===== config.mk =====
export PLATFORM = sky130hd
export DESIGN_NAME = slsc_top
export DESIGN_NICKNAME = d
export VERILOG_FILES = /design/src/rtl/slsc_pkg.sv /design/src/rtl/slsc_timebase.sv /design/src/rtl/slsc_top.sv
export SDC_FILE = /design/constraint.sdc
export NUM_CORES = 1
export LEC_CHECK = 0
export BUFFER_PORTS_ARGS = -buffer_cell sky130_fd_sc_hd__buf_2
export CAP_MARGIN = 20
export CORE_UTILIZATION = 55
export DETAILED_ROUTE_END_ITERATION = 7
export PLACE_DENSITY_LB_ADDON = 0.25
export RECOVER_POWER = 50
export SYNTH_ARGS = -nofsm -noshare
export SYNTH_HDL_FRONTEND = slang
export SYNTH_SLANG_ARGS = --single-unit

===== constraint.sdc =====
create_clock -name sys_clk_in -period 3.8 [get_ports sys_clk_in]
set_input_delay 0.57 -clock sys_clk_in [delete_from_list [all_inputs] [get_ports sys_clk_in]]
set_output_delay 0.57 -clock sys_clk_in [all_outputs]
set_load 0.01 [all_outputs]

===== src/rtl/slsc_pkg.sv =====
package slsc_pkg;
  // ==========================================================
  // clocking
  localparam int SYS_CLK_HZ = 100_000_000;
  localparam int RC_HZ      = 256_000;
  localparam int RC_DIV     = SYS_CLK_HZ / RC_HZ;
  localparam int RC_CNT_W   = 9;
  localparam int PRE_W      = 3;
  localparam int DIV_W      = 7;
  localparam int TB_W       = 8;
  localparam int WDT_W      = 2;
  localparam int TONE_HI_BIT = 2;
  localparam int TONE_LO_BIT = 3;
  localparam logic [DIV_W-1:0] LCD_DIV_END = 7'h7f;
  // ==========================================================
  // pins, in synchroniser order
  localparam int P_CS   = 0;
  localparam int P_WR   = 1;
  localparam int P_RD   = 2;
  localparam int P_DAT  = 3;
  localparam int P_OSC  = 4;
  localparam int NPIN   = 5;
  localparam logic [NPIN-1:0] PIN_IDLE = 5'h0f;
  // ==========================================================
  // serial framing
  localparam int ID_W   = 3;
  localparam int ADDR_W = 6;
  localparam int CMD_W  = 9;
  localparam int WORD_W = 4;
  localparam int RAM_WORDS = 32;
  localparam int RAM_AW = 5;
  localparam logic [ID_W-1:0] ID_READ  = 3'h6;
  localparam logic [ID_W-1:0] ID_WRITE = 3'h5;
  localparam logic [ID_W-1:0] ID_CMD   = 3'h4;
  // ==========================================================
  // command decode, on code bits 8..1
  localparam logic [3:0] GRP_SYS  = 4'h0;
  localparam logic [3:0] GRP_SRC  = 4'h1;
  localparam logic [3:0] GRP_BIAS = 4'h2;
  localparam logic [3:0] OP_HALT   = 4'h0;
  localparam logic [3:0] OP_RUN    = 4'h1;
  localparam logic [3:0] OP_LCDOFF = 4'h2;
  localparam logic [3:0] OP_LCDON  = 4'h3;
  localparam logic [3:0] OP_TBDIS  = 4'h4;
  localparam logic [3:0] OP_WDDIS  = 4'h5;
  localparam logic [3:0] OP_TBEN   = 4'h6;
  localparam logic [3:0] OP_WDEN   = 4'h7;
  localparam logic [3:0] OP_TOFF   = 4'h8;
  localparam logic [3:0] OP_TON    = 4'h9;
  localparam logic [1:0] OP_CLR    = 2'h3;
  localparam logic [2:0] G3_TONE4  = 3'h2;
  localparam logic [2:0] G3_TONE2  = 3'h3;
  localparam logic [2:0] G3_ALERT  = 3'h4;
  localparam logic [2:0] G3_RATE   = 3'h5;
  localparam logic [7:0] OP_TEST   = 8'he0;
  localparam logic [7:0] OP_NORMAL = 8'he3;
  localparam logic [1:0] COM_BAD   = 2'h3;
  // ==========================================================
  // power-on values
  localparam logic [2:0] RATE_DEF    = 3'h7;
  localparam logic [1:0] COMMONS_DEF = 2'h0;

  typedef enum logic [1:0] {SRC_RC, SRC_XTAL, SRC_EXT} slsc_src_t;
  typedef enum logic [1:0] {ST_ID, ST_CMD, ST_ADDR, ST_DATA} slsc_state_t;

  // time-base step gate: rate code r gives 32k / 2^(7-r)
  function automatic logic slsc_tb_gate(input logic [DIV_W-1:0] d,
                                        input logic [2:0] r);
    logic [DIV_W-1:0] m;
    m = DIV_W'(7'h7f >> r);
    return (d & m) == m;
  endfunction : slsc_tb_gate
endpackage : slsc_pkg


===== src/rtl/slsc_timebase.sv =====
`timescale 1ns/100ps
module slsc_timebase
  import slsc_pkg::*;
(
  input  wire logic sys_clk_in,
  input  wire logic resetn_in,
  input  wire logic step_in,
  input  wire logic run_in,
  input  wire logic clr_tb_in,
  input  wire logic watchdog_clear_cmd_in,
  output logic      tb_level_out,
  output logic      wdt_flag_out
);
  logic [TB_W-1:0]  tb_r,   tb_nxt;
  logic [WDT_W-1:0] wdt_r,  wdt_nxt;
  logic             flag_r, flag_nxt;
  logic             set_flag;

  always_comb begin
    tb_nxt   = tb_r;
    wdt_nxt  = wdt_r;
    flag_nxt = flag_r;
    set_flag = run_in && step_in && (&tb_r) && (&wdt_r);
    if (run_in && step_in) begin
      tb_nxt = tb_r + 1'b1;
      if (&tb_r) begin
        wdt_nxt = wdt_r + 1'b1;
      end
    end
    if (clr_tb_in || watchdog_clear_cmd_in) begin
      tb_nxt = '0;
    end
    if (watchdog_clear_cmd_in) begin
      wdt_nxt  = '0;
      flag_nxt = 1'b0;
    end
    // a timeout landing on the clear cycle still sets the flag
    if (set_flag) begin
      flag_nxt = 1'b1;
    end
  end

  always_ff @(posedge sys_clk_in or negedge resetn_in) begin
    if (!resetn_in) begin
      tb_r   <= '0;
      wdt_r  <= '0;
      flag_r <= 1'b0;
    end else begin
      tb_r   <= tb_nxt;
      wdt_r  <= wdt_nxt;
      flag_r <= flag_nxt;
    end
  end

  assign tb_level_out = tb_r[TB_W-1];
  assign wdt_flag_out = flag_r;
endmodule : slsc_timebase


===== src/rtl/slsc_top.sv =====
`timescale 1ns/100ps
module slsc_top
  import slsc_pkg::*;
(
  input  wire logic             sys_clk_in,
  input  wire logic             resetn_in,
  input  wire logic             cs_n_in,
  input  wire logic             wr_n_in,
  input  wire logic             rd_n_in,
  input  wire logic             data_in,
  input  wire logic             osc_input_pin_in,
  output logic                  data_out,
  output logic                  data_oe_out,
  output logic                  alert_n_out,
  output logic                  alert_oe_out,
  output logic                  buzzer_pos_out,
  output logic                  buzzer_neg_out,
  output logic                  bias_on_out,
  output logic                  bias_third_out,
  output logic [1:0]            commons_out,
  output logic                  lcd_clk_out,
  output logic                  test_mode_out,
  output logic [RAM_WORDS*WORD_W-1:0] seg_ram_out
);
  // ==========================================================
  // pin synchronisers
  logic [NPIN-1:0] s1_r, s2_r, s3_r, filt_r, prev_r, filt_nxt;
  logic            wr_rise, rd_fall, cs_hi, osc_edge;

  always_comb begin
    // a pin counts as changed only once stages two and three agree
    filt_nxt = ((s2_r ~^ s3_r) & s3_r) | ((s2_r ^ s3_r) & filt_r);
    wr_rise  = filt_r[P_WR] & ~prev_r[P_WR];
    rd_fall  = ~filt_r[P_RD] & prev_r[P_RD];
    cs_hi    = filt_r[P_CS];
    osc_edge = filt_r[P_OSC] & ~prev_r[P_OSC];
  end

  always_ff @(posedge sys_clk_in or negedge resetn_in) begin
    if (!resetn_in) begin
      s1_r   <= PIN_IDLE;
      s2_r   <= PIN_IDLE;
      s3_r   <= PIN_IDLE;
      filt_r <= PIN_IDLE;
      prev_r <= PIN_IDLE;
    end else begin
      s1_r   <= {osc_input_pin_in, data_in, rd_n_in, wr_n_in, cs_n_in};
      s2_r   <= s1_r;
      s3_r   <= s2_r;
      filt_r <= filt_nxt;
      prev_r <= filt_r;
    end
  end

  // ==========================================================
  // configuration state
  slsc_src_t  src_r, src_nxt;
  logic       osc_run_r, osc_run_nxt, bias_r, bias_nxt;
  logic       tone_on_r, tone_on_nxt, tone_hi_r, tone_hi_nxt;
  logic       tb_run_r, tb_run_nxt, tb_sel_r, tb_sel_nxt;
  logic       alert_en_r, alert_en_nxt, third_r, third_nxt;
  logic       test_r, test_nxt;
  logic [1:0] com_r, com_nxt;
  logic [2:0] rate_r, rate_nxt;
  logic       clr_tb, watchdog_clear_cmd, sys_on;

  // ==========================================================
  // serial interface state
  slsc_state_t       st_r, st_nxt;
  logic [ID_W-1:0]   mode_r, mode_nxt;
  logic [3:0]        cnt_r, cnt_nxt;
  logic [CMD_W-1:0]  sh_r, sh_nxt;
  logic [ADDR_W-1:0] addr_r, addr_nxt;
  logic [1:0]        wbit_r, wbit_nxt, rbit_r, rbit_nxt;
  logic [WORD_W-1:0] word_r, word_nxt, wdata;
  logic              dout_r, dout_nxt, doe_r, doe_nxt;
  logic              ram_we;
  logic [CMD_W-1:0]  cmd;
  logic              cmd_go;
  logic [WORD_W-1:0] ram_r [RAM_WORDS];
  logic [RAM_AW-1:0] ram_a;

  always_comb begin
    st_nxt   = st_r;
    mode_nxt = mode_r;
    cnt_nxt  = cnt_r;
    sh_nxt   = sh_r;
    addr_nxt = addr_r;
    wbit_nxt = wbit_r;
    rbit_nxt = rbit_r;
    word_nxt = word_r;
    dout_nxt = dout_r;
    doe_nxt  = doe_r;
    ram_we   = 1'b0;
    cmd_go   = 1'b0;
    ram_a    = addr_r[RAM_AW-1:0];
    cmd      = {sh_r[CMD_W-2:0], filt_r[P_DAT]};
    wdata    = word_r;
    wdata[wbit_r] = filt_r[P_DAT];
    if (cs_hi) begin
      st_nxt  = ST_ID;
      cnt_nxt = '0;
      doe_nxt = 1'b0;
    end else if (wr_rise) begin
      sh_nxt  = cmd;
      cnt_nxt = cnt_r + 1'b1;
      case (st_r)
        ST_ID: begin
          if (cnt_r == 4'(ID_W - 1)) begin
            cnt_nxt  = '0;
            mode_nxt = cmd[ID_W-1:0];
            if (cmd[ID_W-1:0] == ID_CMD) begin
              st_nxt = ST_CMD;
            end else if (cmd[ID_W-1:0] == ID_READ ||
                         cmd[ID_W-1:0] == ID_WRITE) begin
              st_nxt = ST_ADDR;
            end
          end
        end
        ST_CMD: begin
          // stays in command state, so later commands skip the ID
          if (cnt_r == 4'(CMD_W - 1)) begin
            cnt_nxt = '0;
            cmd_go  = 1'b1;
          end
        end
        ST_ADDR: begin
          if (cnt_r == 4'(ADDR_W - 1)) begin
            addr_nxt = cmd[ADDR_W-1:0];
            st_nxt   = ST_DATA;
            wbit_nxt = '0;
            rbit_nxt = '0;
          end
        end
        ST_DATA: begin
          if (mode_r == ID_WRITE) begin
            doe_nxt  = 1'b0;
            word_nxt = wdata;
            wbit_nxt = wbit_r + 1'b1;
            if (wbit_r == 2'(WORD_W - 1)) begin
              ram_we   = 1'b1;
              addr_nxt = addr_r + 1'b1;
              rbit_nxt = '0;
            end
          end
        end
        default: st_nxt = ST_ID;
      endcase
    end else if (rd_fall && st_r == ST_DATA) begin
      dout_nxt = ram_r[ram_a][rbit_r];
      doe_nxt  = 1'b1;
      rbit_nxt = rbit_r + 1'b1;
      if (mode_r == ID_READ && rbit_r == 2'(WORD_W - 1)) begin
        addr_nxt = addr_r + 1'b1;
      end
    end else if (!filt_r[P_WR]) begin
      // let go of the pin once a write strobe starts, so read-modify-write
      // hands the line back before its first data bit is taken
      doe_nxt = 1'b0;
    end
  end

  always_ff @(posedge sys_clk_in or negedge resetn_in) begin
    if (!resetn_in) begin
      st_r   <= ST_ID;
      mode_r <= '0;
      cnt_r  <= '0;
      sh_r   <= '0;
      addr_r <= '0;
      wbit_r <= '0;
      rbit_r <= '0;
      word_r <= '0;
      dout_r <= 1'b0;
      doe_r  <= 1'b0;
    end else begin
      st_r   <= st_nxt;
      mode_r <= mode_nxt;
      cnt_r  <= cnt_nxt;
      sh_r   <= sh_nxt;
      addr_r <= addr_nxt;
      wbit_r <= wbit_nxt;
      rbit_r <= rbit_nxt;
      word_r <= word_nxt;
      dout_r <= dout_nxt;
      doe_r  <= doe_nxt;
    end
  end

  // display memory has no reset: contents are undefined at power-on
  always_ff @(posedge sys_clk_in) begin
    if (ram_we) begin
      ram_r[ram_a] <= wdata;
    end
  end

  for (genvar g = 0; g < RAM_WORDS; g++) begin : g_seg
    assign seg_ram_out[g*WORD_W +: WORD_W] = ram_r[g];
  end

  // ==========================================================
  // command execution
  always_comb begin
    src_nxt      = src_r;
    osc_run_nxt  = osc_run_r;
    bias_nxt     = bias_r;
    tone_on_nxt  = tone_on_r;
    tone_hi_nxt  = tone_hi_r;
    tb_run_nxt   = tb_run_r;
    tb_sel_nxt   = tb_sel_r;
    alert_en_nxt = alert_en_r;
    third_nxt    = third_r;
    com_nxt      = com_r;
    rate_nxt     = rate_r;
    test_nxt     = test_r;
    clr_tb       = 1'b0;
    watchdog_clear_cmd      = 1'b0;
    if (cmd_go) begin
      if (cmd[8:5] == GRP_SYS) begin
        case (cmd[4:1])
          OP_HALT: begin
            if (src_r != SRC_EXT) begin
              osc_run_nxt = 1'b0;
              bias_nxt    = 1'b0;
            end
          end
          OP_RUN:    osc_run_nxt = 1'b1;
          OP_LCDOFF: bias_nxt    = 1'b0;
          OP_LCDON:  bias_nxt    = 1'b1;
          OP_TBDIS:  tb_run_nxt  = 1'b0;
          OP_WDDIS:  tb_run_nxt  = 1'b0;
          OP_TBEN: begin
            tb_run_nxt = 1'b1;
            tb_sel_nxt = 1'b1;
          end
          OP_WDEN: begin
            tb_run_nxt = 1'b1;
            tb_sel_nxt = 1'b0;
          end
          OP_TOFF:   tone_on_nxt = 1'b0;
          OP_TON:    tone_on_nxt = 1'b1;
          default: begin
            clr_tb  = (cmd[4:3] == OP_CLR);
            watchdog_clear_cmd = (cmd[4:3] == OP_CLR) && cmd[2];
          end
        endcase
      end else if (cmd[8:5] == GRP_SRC) begin
        case (cmd[4:3])
          2'h1:    src_nxt = SRC_XTAL;
          2'h2:    src_nxt = SRC_RC;
          2'h3:    src_nxt = SRC_EXT;
          default: src_nxt = src_r;
        endcase
      end else if (cmd[8:5] == GRP_BIAS) begin
        third_nxt = cmd[1];
        if (cmd[4:3] != COM_BAD) begin
          com_nxt = cmd[4:3];
        end
      end else if (cmd[8:6] == G3_TONE4) begin
        tone_hi_nxt = 1'b1;
      end else if (cmd[8:6] == G3_TONE2) begin
        tone_hi_nxt = 1'b0;
      end else if (cmd[8:6] == G3_ALERT) begin
        alert_en_nxt = cmd[4];
      end else if (cmd[8:6] == G3_RATE) begin
        rate_nxt = cmd[3:1];
      end else if (cmd[8:1] == OP_TEST) begin
        test_nxt = 1'b1;
      end else if (cmd[8:1] == OP_NORMAL) begin
        test_nxt = 1'b0;
      end
    end
  end

  always_ff @(posedge sys_clk_in or negedge resetn_in) begin
    if (!resetn_in) begin
      src_r      <= SRC_RC;
      osc_run_r  <= 1'b0;
      bias_r     <= 1'b0;
      tone_on_r  <= 1'b0;
      tone_hi_r  <= 1'b1;
      tb_run_r   <= 1'b0;
      tb_sel_r   <= 1'b0;
      alert_en_r <= 1'b0;
      third_r    <= 1'b0;
      com_r      <= COMMONS_DEF;
      rate_r     <= RATE_DEF;
      test_r     <= 1'b0;
    end else begin
      src_r      <= src_nxt;
      osc_run_r  <= osc_run_nxt;
      bias_r     <= bias_nxt;
      tone_on_r  <= tone_on_nxt;
      tone_hi_r  <= tone_hi_nxt;
      tb_run_r   <= tb_run_nxt;
      tb_sel_r   <= tb_sel_nxt;
      alert_en_r <= alert_en_nxt;
      third_r    <= third_nxt;
      com_r      <= com_nxt;
      rate_r     <= rate_nxt;
      test_r     <= test_nxt;
    end
  end

  // ==========================================================
  // clock tree: source, prescaler, 32k divider, outputs
  logic [RC_CNT_W-1:0] rc_r, rc_nxt;
  logic [PRE_W-1:0]    pre_r, pre_nxt;
  logic [DIV_W-1:0]    div_r, div_nxt;
  logic rc_tick, sys_tick, tick32, tb_step, tb_level, wdt_flag;
  logic buz_p_nxt, buz_n_nxt, lcd_nxt, bias_o_nxt, al_n_nxt;

  always_comb begin
    // internal RC only approximated: integer divide of the system clock
    rc_tick  = (rc_r == RC_CNT_W'(RC_DIV - 1));
    rc_nxt   = rc_tick ? '0 : rc_r + 1'b1;
    sys_on   = osc_run_r || (src_r == SRC_EXT);
    sys_tick = sys_on && ((src_r == SRC_RC) ? rc_tick : osc_edge);
    pre_nxt  = pre_r;
    if (sys_tick && src_r != SRC_XTAL) begin
      pre_nxt = pre_r + 1'b1;
    end
    tick32  = sys_tick && (src_r == SRC_XTAL || pre_r == '1);
    div_nxt = div_r + DIV_W'(tick32);
    tb_step = tick32 && slsc_tb_gate(div_r, rate_r);
    lcd_nxt = tick32 && (div_r == LCD_DIV_END);
    buz_p_nxt = 1'b0;
    buz_n_nxt = 1'b0;
    if (sys_on && tone_on_r) begin
      buz_p_nxt = tone_hi_r ? div_r[TONE_HI_BIT] : div_r[TONE_LO_BIT];
      buz_n_nxt = !buz_p_nxt;
    end
    bias_o_nxt = bias_r && sys_on;
    al_n_nxt   = tb_sel_r ? tb_level : !wdt_flag;
  end

  slsc_timebase u_tb (
    .sys_clk_in   (sys_clk_in),
    .resetn_in    (resetn_in),
    .step_in      (tb_step),
    .run_in       (tb_run_r && sys_on),
    .clr_tb_in    (clr_tb),
    .watchdog_clear_cmd_in   (watchdog_clear_cmd),
    .tb_level_out (tb_level),
    .wdt_flag_out (wdt_flag)
  );

  always_ff @(posedge sys_clk_in or negedge resetn_in) begin
    if (!resetn_in) begin
      rc_r           <= '0;
      pre_r          <= '0;
      div_r          <= '0;
      buzzer_pos_out <= 1'b0;
      buzzer_neg_out <= 1'b0;
      lcd_clk_out    <= 1'b0;
      bias_on_out    <= 1'b0;
      alert_n_out    <= 1'b1;
      alert_oe_out   <= 1'b0;
    end else begin
      rc_r           <= rc_nxt;
      pre_r          <= pre_nxt;
      div_r          <= div_nxt;
      buzzer_pos_out <= buz_p_nxt;
      buzzer_neg_out <= buz_n_nxt;
      lcd_clk_out    <= lcd_nxt;
      bias_on_out    <= bias_o_nxt;
      alert_n_out    <= al_n_nxt;
      alert_oe_out   <= alert_en_r;
    end
  end

  assign data_out       = dout_r;
  assign data_oe_out    = doe_r;
  assign bias_third_out = third_r;
  assign commons_out    = com_r;
  assign test_mode_out  = test_r;
endmodule : slsc_top


==> results.txt, run 1 <==
The run finished, with violations left. The checks that failed: capacitance limit, slew limit. The worst setup path is captured at a flop. For this run, the leading register cell type out of synthesis is edfxtp_1. The worst pin sits at a relative slew slack of -19.6%.

Pin placement for this block handled 147 I/O pins. From bottom edge to top edge, the die measures approximately 140 microns. The worst-case reg-to-reg path depth came out at 7. The wire length of the first global-routing pass came out at 35,600 microns. The worst min-delay path category is primary input to flop.

Of the synthesized area, sequential elements account for 65.2%. The number of routed nets with antenna violations is 0. The global-route met2 utilization is around 44%. The maximum count of clock buffers along a single path came out at 3. The analysis attributes to cell leakage a power of 4.28 nW. The average wire per cell in the routed design is 21.3 microns.

The residual overflow from global routing came out at 0. The final cell area excluding filler cells came out at 11,600 sq um. Setup repair after global routing left no endpoint under its margin. The worst vdd rail ir drop is approximately 0.58 mV. The number of input and output port buffers inserted came out at between 100 and 150. The hold buffer count at CTS is 0. For this run, the top clock speed supported by timing is between 300 and 400 MHz. The setup total negative slack came out at 0 ns. The floorplan die area came out at 18,800 sq um. Across all register-to-register paths, the minimum setup slack is a little over 0.6 ns. The terminus of the critical flop-to-flop path is u_tb.wdt_flag_out$_DFFE_PN0P_. The minimum clock period after layout is around 3.2 ns. Cells with a size suffix above 1 make up 14.6% of the layout. The number of global-route vias before repair is approximately 6,500. The library cells used most frequently in the layout, excluding fill and tap cells, are clkbuf_1 (146), edfxtp_1 (128), dfrtp_1 (82), nor2_1 (69), nand2_1 (45). Clock tree synthesis selected as its root buffer the cell clkbuf_16. The total of cells resized after clock tree synthesis came out at 0. In this run the worst path has a maximum fanout of 15.

The worst slack at placement came out at 0.688 ns. The cell count after synthesis came out at a little over 700. Summing all placed instances gives a cell area of about 11,000 sq um. The number of different library cells in the post-synthesis netlist came out at 76. The number of DRC violations after detailed-routing iteration 0 came out at 427. The placer's final routability congestion estimate is between 0.8 and 0.9. The net count after synthesis is 740. Including well taps, the total number of placed cells is around 1,100.

The number of failing hold endpoints at the final stage is 0. The sum of routed wire length over all layers is approximately 23,000 microns. Setup violations remaining at the end of the flow were counted as 0. The floorplan row count came out at 49. The ratio of routed vias to standard cells is around 5.9. The max-slew violation total from the final report came to between 70 and 80. The critical path class is flop to flop.

The clock latency on the worst-skew pair came out at 0.51 ns. The met3 demand-to-capacity share in global routing came out at around 4.1%. The number of fillers in the final layout is 1,402. The antenna diode count is 0.

The detailed-router iteration count before antenna repair is 5. The combined global-route utilization of all metal layers came out at 25.2%. The detailed placement HPWL came out at 15,900 microns. The total design power is ~0.0064 W. The share of the clock period used by the worst path is a little over four fifths. At the worst endpoint, the arrival time is 3.59 ns.

The detailed-route DRC error count came out at 0. The global-route track usage on met1 came out at between 30% and 40%. The clock net sink count is about 240.

The startpoint identified for the worst register-to-register timing path is filt_r[1]$_DFF_PN1_. The required time of the critical path is 4.20 ns. The clock transition at the register clock pins on the worst setup and hold paths after CTS came out at around 0.06 ns. The post-synthesis sequential element count came out at ~240. Entering global routing, the biggest net connects 95 pins.

Leaving out fill and tap cells, the most frequent cell in the layout is clkbuf_1. The cell area after synthesis is between 10,000 and 15,000 sq um. Yosys mapped a number of flops with a built-in enable equal to approximately 130.

Summing over every cut layer, the via total after detailed routing is between 6,000 and 7,000. The width of the die is around 140 microns. In the final design database the tool counted between 800 and 900 nets. Counting the buffers created by CTS gives 24. For hold timing, the worst endpoint is s1_r[3]$_DFF_PN1_. In this run the most critical hold path is launched from data_in. The number of H-tree branching levels is 1. STA classifies the critical path startpoint as a flop. During synthesis, Yosys emitted a total of 0 warnings. The clock arrives with 0.0140 ns of skew. The number of cells in the finished layout apart from fillers came out at ~1,100. The worst-margin pin slew is ~1.8 ns. Across the run, the number of max-cap violations was 1.

The cell depth of the worst hold path is 1. The busiest layer in global routing is met2. The area of the core region came out at around 18,000 sq um. The fraction of registers with async set or reset after synthesis came out at a little under half.

TritonCTS built the clock tree. The initial standard-cell utilization of the core is 55.9%. Relative to the synthesized area, the layout overhead comes to 15.3%. Across all setup checks in the final design, the least slack found is 0.613 ns. The number of antenna violations at the first check in global routing was 0.

The average instance in the mapped netlist occupies approximately 14 sq um. The power per standard cell area is 549 nW/um^2. The total setup buffers inserted after CTS came out at 0.
## final cells by class
class | count | area, sq um | area share, %
sequential | 235 | 6550 | 56.5
multi-input combinational | 430 | 3290 | 28.4
clock buffer | 33 | 686 | 5.92
timing repair buffer | 151 | 589 | 5.08
tap | 229 | 287 | 2.47
clock inverter | 11 | 131 | 1.13
inverter | 15 | 56.3 | 0.486
## how the worst max path moves through the flow
stage	start	end	slack, ns
2_1_floorplan	st_r[1]$_DFFE_PN0P_	ram_r[14][0]$_DFFE_PP_	1.45
4_1_cts	st_r[1]$_DFFE_PN0P_	ram_r[12][0]$_DFFE_PP_	0.69
5_1_grt	filt_r[1]$_DFF_PN1_	u_tb.wdt_flag_out$_DFFE_PN0P_	0.26
6_report	filt_r[1]$_DFF_PN1_	u_tb.wdt_flag_out$_DFFE_PN0P_	0.61
3_3_place_gp	st_r[1]$_DFFE_PN0P_	ram_r[12][2]$_DFFE_PP_	0.86
3_5_place_dp	st_r[1]$_DFFE_PN0P_	ram_r[12][3]$_DFFE_PP_	0.69
## metrics by stage
| step | hold slack (ns) | util [%] |
|---|---|---|
| 2_1_floorplan | 0.274 | - |
| 6_report | 0.154 | 64.5 |
| 3_5_place_dp | 0.336 | 61.0 |
| 4_1_cts | 0.142 | 65.5 |
| 3_3_place_gp | 0.336 | 61.0 |
| 5_1_grt | 0.144 | 64.5 |
## Yosys cell counts, types with 10 or more instances
master | n | area share (%)
a21oi_1 | 19 | 0.95
clkbuf_1 | 11 | 0.41
dfrtp_1 | 84 | 21
dfstp_2 | 23 | 6.0
edfxtp_1 | 128 | 38
ha_1 | 26 | 3.2
inv_1 | 14 | 0.52
mux2_2 | 23 | 2.6
mux2i_1 | 12 | 1.2
mux4_2 | 27 | 6.1
nand2_1 | 45 | 1.7
nand3_1 | 34 | 1.7
nor2_1 | 69 | 2.6
nor2b_1 | 12 | 0.75
nor3_1 | 10 | 0.50
o21ai_0 | 24 | 1.2
xor2_1 | 10 | 0.87
## logic make-up after synthesis
| family | synth area share (%) |
|---|---|
| adders and majority gates | 3.24 |
| xor gates and xnor gates | 1.66 |
| DFF | 65.2 |
| muxes | 9.82 |
| AOI/OAI and AO/OA | 6.74 |
| and+or+nand+nor | 11.4 |
| buffers and inverters | 1.99 |
## registers in the layout, summed over array words and instances (netlist names), 3 cells and up
| signal | cells |
|---|---|
| prev_r | 3 |
| s2_r | 5 |
| mode_r | 3 |
| filt_r | 5 |
| cnt_r | 4 |
| pre_r | 3 |
| s3_r | 5 |
| ram_r | 128 |
| div_r | 7 |
| u_tb.tb_r | 8 |
| rate_r | 3 |
| addr_r | 5 |
| sh_r | 8 |
| s1_r | 5 |
| word_r | 4 |
| rc_r | 9 |
## per-layer routing
| metal | share of wire [%] | up-vias |
|---|---|---|
| li1 | - | 2949 |
| met1 | 39 | 3295 |
| met2 | 51 | 276 |
| met3 | 7.1 | 45 |
| met4 | 2.3 | 0 |
| met5 | 0 | - |
## worst max-delay path, stage by stage (launching register included)
cell       delay [ns]
dfstp_1          0.59
nor3b_1          0.23
clkbuf_1         0.61
nand3_1          0.43
nor3b_2          0.51
and3_1           0.47
nand2_1          0.10
o2bb2ai_1        0.15
## power by group
group	leakage (nW)	internal [W]	switching [W]	total, W
Sequential	2.47	0.00278	0.000387	0.00317
Combinational	1.41	0.000395	0.000396	0.000791
Clock	0.395	0.00146	0.000944	0.00241
Note: power is estimated with default switching activity, not from simulation.
==> run 2: changes to the inputs <==
- CORE_UTILIZATION: 55 -> 52
- clock period: 3.8 -> 2.75 ns (I/O delays scaled with it)
==> results.txt, run 2 (synthesized netlist as in run 1, its figures left out) <==
The flow ran to the end, and the final reports show no timing, DRC or antenna violations. Summing internal, switching and leakage power gives between 0.008 and 0.009 W. TritonCTS created 24 clock buffers. The clock net sink count came out at between 200 and 250. The net switching power of the design is roughly 0.0024 W. The number of antenna violations at the first check in global routing is 0. The master of the slowest instance on the critical path is dfrtp_1. The count of nets left with antenna violations once routing finished came out at 0. The detailed-route DRC error count is 0. In this run the clock root is driven by a clkbuf_16.

The clock network fraction of total power is between 30% and 40%. For this run, the post-layout net count is approximately 910. Detailed placement ended at an HPWL of between 15,000 and 20,000 microns. The worst hold path belongs to the class flop to flop.

The number of input and output port buffers inserted is between 100 and 150. The congestion estimate from routability-driven global placement came to approximately 0.90. The later pin in the worst-skew pair is clocked with a latency of between 0.5 and 0.6 ns. The number of primary I/O pins is approximately 150.

At the pin with the least slew margin, the transition time is between 1 and 1.5 ns. From synthesis to final layout, the design area changed by 17.8%. Counting cells, the worst reg-to-reg path comes to 5. Counting both buffers and inverters, the worst setup path holds a total of 0. The worst hold path passes through 0 cells. The endpoint identified for the worst register-to-register timing path is ram_r[6][2]$_DFFE_PP_. The floorplan die area came out at a little under 20,000 sq um. After the first detailed-routing iteration, the DRC count stood at between 400 and 500. The power per standard cell area is ~750 nW/um^2. The required time of the critical path is 2.92 ns. The pin count of the biggest net entering global routing is 34.

Global routing finished with a remaining overflow of 0. The initial standard-cell utilization of the core came out at 53.4%. The critical path class is flop to flop. The clock tree from TritonCTS is done. The max-slew violation total from the final report came out at 0. 0 antenna diodes ended up in the layout. The area of the core region came out at roughly 19,000 sq um. The routed layout has approximately 6,700 vias. Per report_power, the sequential group accounts for a little under half of the total. The library cell used most frequently in the layout, excluding fill and tap cells, is clkbuf_1. The floorplan has 50 rows.

The register with the most flip-flops in the layout has about 130 of them. In this run the most critical hold path is launched from s1_r[4]$_DFF_PN0_. The analysis attributes to cell leakage a power of about 4.4 nW. Leaving out fill and tap cells, the most frequent cells in the layout are clkbuf_1 (145), edfxtp_1 (128), dfrtp_1 (82), nor2_1 (69), nand2_1 (45).

Among cell families on the critical path, the largest total delay comes from simple AND/OR/NAND/NOR gates. The clock tree skew after final layout came out at 0.0145 ns. After clock tree synthesis, the clock-pin slew on the worst setup and hold paths is roughly 0.06 ns. The arrival time reported for the critical path endpoint came out at 2.64 ns.

The part of the total power dissipated in combinational logic came out at between 10% and 20%. After detailed routing, the number of vias per cell comes to 5.79. Dividing the final minimum period by the clock period gives 89.7%.

The worst hold path terminates at s2_r[4]$_DFF_PN0_. The largest registers in the layout are ram_r x128, rc_r x9. The kind of start point of the critical path is a flop. The sum of routed wire length over all layers is ~23,000 microns. In this design, the stage delay of the slowest critical-path cell is about 0.47 ns. The setup total negative slack came out at 0 ns. The worst vdd rail ir drop came out at roughly 0.53 mV.

The signal on the critical path passes through nand4_1 > or2_2 > nor3_2 > nand3_1 > nor2_1. Ranked by flip-flop count, first place goes to ram_r. The number of failing hold endpoints at the final stage is 0. Setup repair after global routing left no endpoint under its margin. The width of the die came out at between 100 and 150 microns. For flop-to-flop paths, the worst setup slack is 0.28 ns.

The minimum clock period after layout is about 2.5 ns. The clock passes through at most 3 buffers. The total setup buffers inserted after CTS came out at 0.

The worst register-to-register path begins at st_r[0]$_DFFE_PN0P_. The fmax is 405 MHz. Of the total power, the share spent switching nets is between 20% and 30%. The average wire per cell in the routed design came out at roughly 20 microns. The number of H-tree branching levels is 1. In the final layout, the share of cells above drive strength 1 is 16.1%. STA classifies the critical path endpoint as a flop. The number of max-capacitance violations reported came out at 0. Measured along the y axis, the die boundary spans approximately 140 microns. The max-slew headroom at the worst pin is ~1.8%. The first global-routing pass estimated between 30,000 and 40,000 microns of wire. The number of setup violations in the final report is 0. The internal power contribution is approximately 0.0065 W. For this run, the total global-route usage over all layers was measured as between 20% and 30%. The detailed-router iteration count before antenna repair is 5. Along the worst path, the maximum fanout reaches 8. The number of global-route vias before repair came to between 6,000 and 7,000. The total of cells resized after clock tree synthesis came out at 0.
run 2: how the worst max path moves through the flow:
| stage | startpoint | endpoint | slack [ns] | depth (start not counted) |
|---|---|---|---|---|
| after floorplan | st_r[1]$_DFFE_PN0P_ | ram_r[14][0]$_DFFE_PP_ | 0.40 | 6 |
| after global placement | addr_r[0]$_DFFE_PN0P_ | data_out$_DFFE_PN0P_ | 0.41 | 7 |
| after detailed placement | st_r[0]$_DFFE_PN0P_ | ram_r[21][1]$_DFFE_PP_ | 0.32 | 7 |
| after CTS | st_r[0]$_DFFE_PN0P_ | ram_r[21][1]$_DFFE_PP_ | 0.30 | 7 |
| after global routing | st_r[0]$_DFFE_PN0P_ | ram_r[21][1]$_DFFE_PP_ | 0.12 | 7 |
| final | st_r[0]$_DFFE_PN0P_ | ram_r[6][2]$_DFFE_PP_ | 0.28 | 5 |
run 2: final cells by class:
cell class	count	area [sq um]
Inverter	15	56.3
Timing Repair Buffer	175	797
Multi-Input combinational cell	430	3290
Tap cell	260	325
Clock inverter	17	188
Clock buffer	27	633
Sequential cell	235	6550
Fill cell	1463	6990
run 2: worst register-to-register path, cell delays in order, from the launching register on:
cell	delay [ns]
dfrtp_1	0.47
nand4_1	0.14
or2_2	0.33
nor3_2	0.30
nand3_1	0.44
nor2_1	0.45
run 2: power by group through the flow:
stage	registers [W]	clock network, W	logic (W)
after CTS	0.00413	0.00339	0.00145
after global placement	0.00419	0	0.00142
final	0.00412	0.00335	0.00145
after global routing	0.00416	0.00353	0.00158
after detailed placement	0.00419	0	0.00144
after floorplan	0.00402	0	0.00119
run 2: through the flow:
stage | instance area (sq um) | setup WS [ns] | instances | hold WS [ns] | util, %
after floorplan | 10000 | 0.403 | 707 | 0.117 | -
after global placement | 11200 | 0.407 | 1109 | 0.332 | 59.3
after detailed placement | 11200 | 0.322 | 1109 | 0.342 | 59.3
after CTS | 12000 | 0.295 | 1159 | 0.355 | 64.0
after global routing | 11800 | 0.118 | 1159 | 0.366 | 62.9
final | 11800 | 0.283 | 1159 | 0.352 | 62.9
run 2: what timing repair did:
item,CTS,global route
setup endpoints to repair,0,0
hold buffers,6,0
endpoints found under the hold margin,26,0
run 2: layer usage:
metal  routed length, microns  global-route usage, %  share of wire, %  up-vias
met3                     1660                   4.01               7.1       54
met2                    11300                   39.7                48      313
met1                     9780                   32.3                42     3348
met4                      683                   8.70               2.9        0
met5                        0                      0                 0        -
li1                         -                      -                 -     2992
